### config.mk
export PLATFORM = sky130hd
export DESIGN_NAME = general_purpose_pin_port
export DESIGN_NICKNAME = d
export VERILOG_FILES = /design/src/design/gpio_port_pkg.sv /design/src/design/general_purpose_pin_port.sv
export SDC_FILE = /design/constraint.sdc
export NUM_CORES = 1
export LEC_CHECK = 0
export BUFFER_PORTS_ARGS = -buffer_cell sky130_fd_sc_hd__buf_2
export CAP_MARGIN = 20
export CORE_UTILIZATION = 52
export DETAILED_ROUTE_END_ITERATION = 7
export PLACE_DENSITY = 0.85
export SLEW_MARGIN = 20
export SYNTH_ARGS = -nofsm -noshare
export SYNTH_HDL_FRONTEND = slang
export SYNTH_SLANG_ARGS = --single-unit
### constraint.sdc
create_clock -name mclk -period 14.3 [get_ports mclk]
set_clock_uncertainty 0.1 [all_clocks]
set_input_delay 2.86 -clock mclk [delete_from_list [all_inputs] [get_ports mclk]]
set_output_delay 2.86 -clock mclk [all_outputs]
set_load 0.005 [all_outputs]
### src/design/gpio_port_pkg.sv
// Shared constants and carrier types of the general-purpose pin port
package gpio_port_pkg;

    // Pin counts
    localparam int NUM_PINS      = 26;
    localparam int NUM_DRIVEN    = NUM_PINS + 1;
    localparam int NUM_TIMER_CLK = 3;

    // System clock period
    localparam int CLK_PERIOD_NS = 10;

    // Least output level time, in ns, and as whole cycles rounded up
    localparam int OUT_HOLD_NS     = 30;
    localparam int OUT_HOLD_CYCLES =
        (OUT_HOLD_NS + CLK_PERIOD_NS - 1) / CLK_PERIOD_NS;
    localparam int HOLD_W          = $clog2(OUT_HOLD_CYCLES + 1);

    // Input path latencies in cycles
    localparam int DIN_LATENCY  = 5;
    localparam int FLAG_LATENCY = 7;
    localparam int IRQ_LATENCY  = 8;
    // Edge pulse delay stages between input register and flags
    localparam int EDGE_STAGES  = FLAG_LATENCY - DIN_LATENCY;

    // Pins that double as timer clock sources
    localparam int TIMER_PIN [NUM_TIMER_CLK] = '{0, 1, 2};

    // Reset values
    localparam logic [NUM_PINS-1:0] DIR_RESET = '0;
    localparam logic [NUM_PINS-1:0] PD_RESET  = '1;

    // Software control bits, one per pin in each field
    typedef struct packed {
        logic [NUM_PINS-1:0] dir;          // 1 = output
        logic [NUM_PINS-1:0] out_value;
        logic [NUM_PINS-1:0] pulldown_off;
        logic [NUM_PINS-1:0] rise_sel;     // 1 = rising, 0 = falling
        logic [NUM_PINS-1:0] irq_en;
    } pin_ctrl_type;

    // State that software reads back
    typedef struct packed {
        logic [NUM_PINS-1:0] input_data;
        logic [NUM_PINS-1:0] edge_capture_flag_reg;
    } pin_status_type;

endpackage : gpio_port_pkg

### src/design/general_purpose_pin_port.sv
// General-purpose pin port: direction, drive, pulldowns, edge flags
`timescale 1ns/1ns
`default_nettype none

// Summary of operation
// - Each pin selectable as input or output.
// - Output pin drives the software output bit.
// - Input register shows sampled pin level.
// - 26 two-way pins plus one output.
// - Per-pin pulldown, on by default, disable bit.
// - Per-pin edge interrupt, rising or falling.
// - Some sampled inputs feed timer clocks.
// - Two-cycle active pulse is captured as flag.
// - Output level held at least three cycles.
// - Latency at least 5, 7, 8 cycles.
module general_purpose_pin_port
    import gpio_port_pkg::*;
(
    // Clock and reset
    input  wire logic                     mclk,
    input  wire logic                     rst_n,
    // Software control
    input  wire pin_ctrl_type             ctrl,
    input  wire logic [NUM_PINS-1:0]      flag_clear,
    input  wire logic                     extra_out_value,
    // Pins
    input  wire logic [NUM_PINS-1:0]      pin_in,
    output var  logic [NUM_PINS-1:0]      pin_out,
    output var  logic [NUM_PINS-1:0]      pin_oe,
    output var  logic [NUM_PINS-1:0]      pin_pulldown,
    output var  logic                     extra_output_pin,
    // Status and events
    output var  pin_status_type           status,
    output var  logic                     cpu_irq,
    output var  logic [NUM_TIMER_CLK-1:0] timer_clock
);

    logic                      rst_meta;
    logic                      rst_ok;
    logic [NUM_PINS-1:0]       sync1;
    logic [NUM_PINS-1:0]       sync2;
    logic [NUM_PINS-1:0]       sync3;
    logic [NUM_PINS-1:0]       filt;
    logic [NUM_PINS-1:0]       filt_prev;
    logic [NUM_PINS-1:0]       edge_hit;
    logic [NUM_PINS-1:0]       edge_pipe [EDGE_STAGES];
    logic [NUM_PINS-1:0]       din;
    logic [NUM_PINS-1:0]       flags;
    logic [NUM_DRIVEN-1:0]     drv;
    logic [NUM_DRIVEN-1:0]     want;
    logic [HOLD_W-1:0]         hold_cnt [NUM_DRIVEN];

    // Reset release through two flops; assertion is immediate
    always_ff @(posedge mclk or negedge rst_n) begin
        if (!rst_n) begin
            rst_meta <= 1'h0;
            rst_ok   <= 1'h0;
        end else begin
            rst_meta <= 1'h1;
            rst_ok   <= rst_meta;
        end
    end

    // Pin synchroniser; the first stage feeds only the second
    always_ff @(posedge mclk or negedge rst_ok) begin
        if (!rst_ok) begin
            sync1 <= '0;
            sync2 <= '0;
            sync3 <= '0;
        end else begin
            sync1 <= pin_in;
            sync2 <= sync1;
            sync3 <= sync2;
        end
    end

    // Accept a level only once stages two and three agree, so a
    // one-cycle glitch is dropped and a two-cycle pulse is kept
    always_ff @(posedge mclk or negedge rst_ok) begin
        if (!rst_ok) begin
            filt      <= '0;
            filt_prev <= '0;
        end else begin
            for (int i = 0; i < NUM_PINS; i++) begin
                if (sync2[i] == sync3[i]) begin
                    filt[i] <= sync3[i];
                end
            end
            filt_prev <= filt;
        end
    end

    // Input data register; pad is read whatever the direction
    always_ff @(posedge mclk or negedge rst_ok) begin
        if (!rst_ok) begin
            din <= '0;
        end else begin
            din <= filt;
        end
    end

    // Per-pin edge choice
    always_comb begin
        edge_hit = (ctrl.rise_sel & filt & ~filt_prev) |
                   (~ctrl.rise_sel & ~filt & filt_prev);
    end

    // Delay edges so flags never appear before their latency
    always_ff @(posedge mclk or negedge rst_ok) begin
        if (!rst_ok) begin
            for (int s = 0; s < EDGE_STAGES; s++) begin
                edge_pipe[s] <= '0;
            end
        end else begin
            edge_pipe[0] <= edge_hit;
            for (int s = 1; s < EDGE_STAGES; s++) begin
                edge_pipe[s] <= edge_pipe[s-1];
            end
        end
    end

    // Sticky flags; a new edge beats a clear in the same cycle
    always_ff @(posedge mclk or negedge rst_ok) begin
        if (!rst_ok) begin
            flags <= '0;
        end else begin
            flags <= (flags & ~flag_clear) |
                     edge_pipe[EDGE_STAGES-1];
        end
    end

    // Interrupt request, one flop after the flags
    always_ff @(posedge mclk or negedge rst_ok) begin
        if (!rst_ok) begin
            cpu_irq <= 1'h0;
        end else begin
            cpu_irq <= |(flags & ctrl.irq_en);
        end
    end

    // Status readback
    always_comb begin
        status.input_data            = din;
        status.edge_capture_flag_reg = flags;
    end

    // Timer clock taps from filtered inputs
    always_ff @(posedge mclk or negedge rst_ok) begin
        if (!rst_ok) begin
            timer_clock <= '0;
        end else begin
            for (int t = 0; t < NUM_TIMER_CLK; t++) begin
                timer_clock[t] <= filt[TIMER_PIN[t]];
            end
        end
    end

    // Direction and pulldown controls, registered to the pads
    always_ff @(posedge mclk or negedge rst_ok) begin
        if (!rst_ok) begin
            pin_oe       <= DIR_RESET;
            pin_pulldown <= PD_RESET;
        end else begin
            pin_oe       <= ctrl.dir;
            pin_pulldown <= ~ctrl.pulldown_off;
        end
    end

    // Requested levels: the 26 pins and the extra output on top
    always_comb begin
        want = {extra_out_value, ctrl.out_value};
    end

    // Output drive with minimum level time; a request arriving
    // early is not lost, it is taken once the hold expires
    always_ff @(posedge mclk or negedge rst_ok) begin
        if (!rst_ok) begin
            drv <= '0;
            for (int i = 0; i < NUM_DRIVEN; i++) begin
                hold_cnt[i] <= '0;
            end
        end else begin
            for (int i = 0; i < NUM_DRIVEN; i++) begin
                if (hold_cnt[i] != '0) begin
                    hold_cnt[i] <= hold_cnt[i] - 1'h1;
                end else if (want[i] != drv[i]) begin
                    drv[i]      <= want[i];
                    hold_cnt[i] <= HOLD_W'(OUT_HOLD_CYCLES - 1);
                end
            end
        end
    end

    // Pad drive values
    always_comb begin
        pin_out          = drv[NUM_PINS-1:0];
        extra_output_pin = drv[NUM_PINS];
    end

    // Helper: no pin is inside its hold time
    logic all_free;
    always_comb begin
        all_free = 1'h1;
        for (int i = 0; i < NUM_PINS; i++) begin
            if (hold_cnt[i] != '0) begin
                all_free = 1'h0;
            end
        end
    end
endmodule : general_purpose_pin_port

`default_nettype wire

# Word level (Yosys, flattened, before mapping)
# Index checks and enable logic that the tools add are counted.
# totals
output_inout_bits	135
inputBits	185
regBits	347
word_cells	349
# op_classes
n_bitwise	40
reduce_logical	82
muxes	54
n_addsub	27
eq_ne	53
# ops
cell	n
26-bit bitwise AND	6
26-bit inverter	5
2-bit 2-to-1 mux	54
2-bit nonzero test	54
2-bit AND reduction	27
2-bit by 1-bit subtractor with 2-bit output, second input constant	27
26-bit OR	2
1-bit inequality test	27
1-bit inverter	27
1-bit equality test	26
26-bit OR reduction	1

# Depth between registers and ports, before layout
# depth
ltp_word	4
ltp_mapped	5
mapped_depth_nobuf	5

# Least setup slack after synthesis
# No wires, ideal clock.
# synth_path
path_type	input to register
start	input port ctrl[4] (netlist bit)
end	register cpu_irq
required_time_ns	14.063
path_buffers	0
setup_slack_ns	10.736
t_arrival_ns	3.327
path_stages	3
setup_ns	0.137
cell_sequence	a22o_1 a221oi_2 nand4_1
# synth_via
elab_chain_cells	2
# synth_lines
element	line_no	source
start, declared	general_purpose_pin_port.sv:23	input wire pin_ctrl_type ctrl,
26-bit bitwise AND	general_purpose_pin_port.sv:137	cpu_irq <= |(flags & ctrl.irq_en);
26-bit OR reduction	general_purpose_pin_port.sv:137	
end signal, assigned	general_purpose_pin_port.sv:137	
end, declared	general_purpose_pin_port.sv:34	output var logic cpu_irq,
# Every way passes these cells.
# A chain may end at the register's enable or synchronous reset.

# Worst setup path in the final report
# layout_path
start	register pin_pulldown[11]
end	output port pin_pulldown[11]
# layout_rtl
element	line_no	source
start, declared	general_purpose_pin_port.sv:30	output var logic [NUM_PINS-1:0] pin_pulldown,
start signal, assigned	general_purpose_pin_port.sv:165	pin_pulldown <= ~ctrl.pulldown_off;
# No word-level cell between the ends.

==> metrics.txt <==
Pre-antenna DRT Iters=4; placed instance area=13830 um2; arrival time worst endpoint=1.14 ns; #FFs+latches synth=344; HPWL after detailed placement=15.19 mm; status=finished clean; clock root buffer=clkbuf_16; Hold WC Path Type=reg -> async; TritonCTS clock tree=yes; cts repair resizes=0; mapped cell area=11880 um2; final std cells w/o fill=1534; Routed Antenna Nets=0; WS Path Type=reg -> out; die width=153.1 um; GRT overflow=0; Fmax=243.9 MHz; top cells by count, synth=318 x dfrtp_1, 106 x inv_1, 106 x nand2_1; Final min period=4.101 ns; Yosys top cell area share=66.99%; gr usage total=19.77%; worst vdd ir=0.1263 mV; Power Dens Cells=181.5 nW/um2; setup violators final=0; Async SR Flop Fraction=100.0%; max_cap viols=0; global placer's final weighted congestion=0.7602; I/O Buffers=319; fin nets=1465; critical-path cell list=buf_2; cell taking the most area after synthesis=dfrtp_1; slowest cell delay on critical path=0.53 ns; Placement Setup Slack=10.23 ns; DR vias=7317; final hold vios=0; syn nets=1109; Placeable Area=22090 um2; layout cells sized above 1=34.64%; Synth warnings=0; first-pass GRT wire length=36.91 mm; Post-CTS Setup Bufs=0; TNS Setup=0 ns; Main synth FF type=dfrtp_1; Iter 0 DRT Violations=255; Worst-path clk slew=0.06 ns; RSZ-0062 raised after global routing=false; area grow syn2layout=26.52%; Initial Utilization=53.77%; crit-path max FO=1; Mapped Cells=870; final setup margin=10.20 ns; wire per inst=14.59 um; Clk Latency, worst-skew pair=0.50 ns; Layout fillers=1536; CP max stage cell=dfstp_2; dpl cells=1468; Seq/Total Area, Yosys=72.74%; Worst Path Buf+Inv=1; top cell family by delay on the critical path=flip-flops; CP required=11.34 ns; H-tree lvl count=2; CTS Buffer Depth=3; hold_buf cts=0; initial antenna violation count=1; Slew @ Worst Pin=0.8838 ns; die area=23450 um2; Cell variety after synth=19; max_slew headroom=41.08%; Via-to-Cell Ratio=4.770; synth top area cells=dfrtp_1 67%, dfstp_2 5.8%, ha_1 5.7%; number of I/O pins=320; area of the multi-input gates=2818 um2; Post-Route WL=22.38 mm; Final Max Tran Viols=0; largest net degree at the start of global routing=175; most numerous cell in the Yosys netlist=dfrtp_1; Critical Path Start Type=flop; Mapped Avg Cell Area=13.65 um2; fin area=15030 um2; crit share post-route=28.67%; EDFF count, synth=0; Inserted Clock Buffers=35; Lkg Pwr=7.764 nW; vias in the first global route=7942; Crit. End Element=output port; Cell Rows=54; Die H=153.1 um; FF/Latch Area=8645 um2; DRC=0; Sink Count=344
[path summary, 6_finish.rpt]
path                                            start                 endpoint  slack, ns  cells past startpoint
max reg2reg                          rst_ok$_DFF_PN0_  hold_cnt[8]$_DFFE_PN0P_      12.06                      2
max                        pin_pulldown[11]$_DFF_PN1_         pin_pulldown[11]      10.20                      1
min in group mclk                 sync1[18]$_DFF_PN0_      sync2[18]$_DFF_PN0_       0.24                      0
max in group asynchronous                       rst_n         rst_ok$_DFF_PN0_      11.97                      1
min reg2reg                          rst_ok$_DFF_PN0_      filt[7]$_DFFE_PN0N_       0.14                      0
min                                  rst_ok$_DFF_PN0_      filt[7]$_DFFE_PN0N_       0.14                      0
[sequential cells by signal (all words and copies together), names as in the netlist]
name	count
edge_pipe	52
cpu_irq	1
hold_cnt	54
flags	26
rst_meta	1
pin_pulldown	26
timer_clock	2
sync2	26
sync3	26
rst_ok	1
din	24
sync1	26
pin_oe	26
drv	27
filt	26
[through the flow]
stage          utilization (%)  power [mW]  hold WS (ns)
5_1_grt                  68.03       2.906        0.1754
3_3_place_gp             62.62       1.799        0.2310
4_1_cts                  67.87       2.765        0.2433
2_1_floorplan                -       1.652        0.2312
3_5_place_dp             62.62       1.856        0.2347
6_report                 68.03       2.728        0.1428
[final cells by class]
cell class                      instances  area share, %
Sequential cell                       344          57.52
Multi-Input combinational cell        417          18.75
Timing Repair Buffer                  322          11.01
Clock buffer                           55          7.135
Inverter                              106          2.647
Tap cell                              280          2.331
Clock inverter                          9         0.5911
Antenna cell                            1        0.01665
[placed cells by master, fill, tap and decap left out]
cell,count
a221oi_2,3
a22o_1,3
diode_2,1
clkinv_8,1
mux2_2,27
clkbuf_1,9
clkbuf_16,36
ha_1,54
nand4_1,2
dfrtp_1,317
clkinv_2,5
nand3_1,1
buf_6,1
nor2_1,54
a21oi_1,27
inv_6,2
clkbuf_8,10
a21o_1,26
dfrtp_4,1
bufinv_16,1
nand2_1,106
buf_2,319
o21ai_0,53
dfstp_2,26
xnor2_1,27
buf_12,1
conb_1,1
buf_16,1
a22oi_1,7
inv_1,106
maj3_1,26
[power by group]
| part | switching (mW) | total (mW) | internal (mW) |
|---|---|---|---|
| combinational | 0.283 | 0.560 | 0.277 |
| sequential | 0.114 | 1.28 | 1.16 |
| clock | 0.356 | 0.892 | 0.536 |
| total | 0.753 | 2.73 | 1.98 |
[per-layer routing]
metal | share of wire [%] | global-route usage (%) | vias up
li1 | - | - | 3503
met4 | 3.9 | 9.331 | 0
met1 | 37 | 21.76 | 3521
met2 | 53 | 35.86 | 229
met5 | 0 | 0 | -
met3 | 6.4 | 4.820 | 64
[kinds of logic after synthesis]
logic type               synth area share (%)
flip-flops                              72.74
AND/OR/NAND/NOR                         5.203
AO/OA/AOI/OAI                           6.056
buffers and inverters                   3.539
adder cells (fa/ha/maj)                 7.879
XOR/XNOR                                1.991
multiplexers                            2.559
other                                 0.03157
No activity file was read; power rests on OpenSTA's default activity.
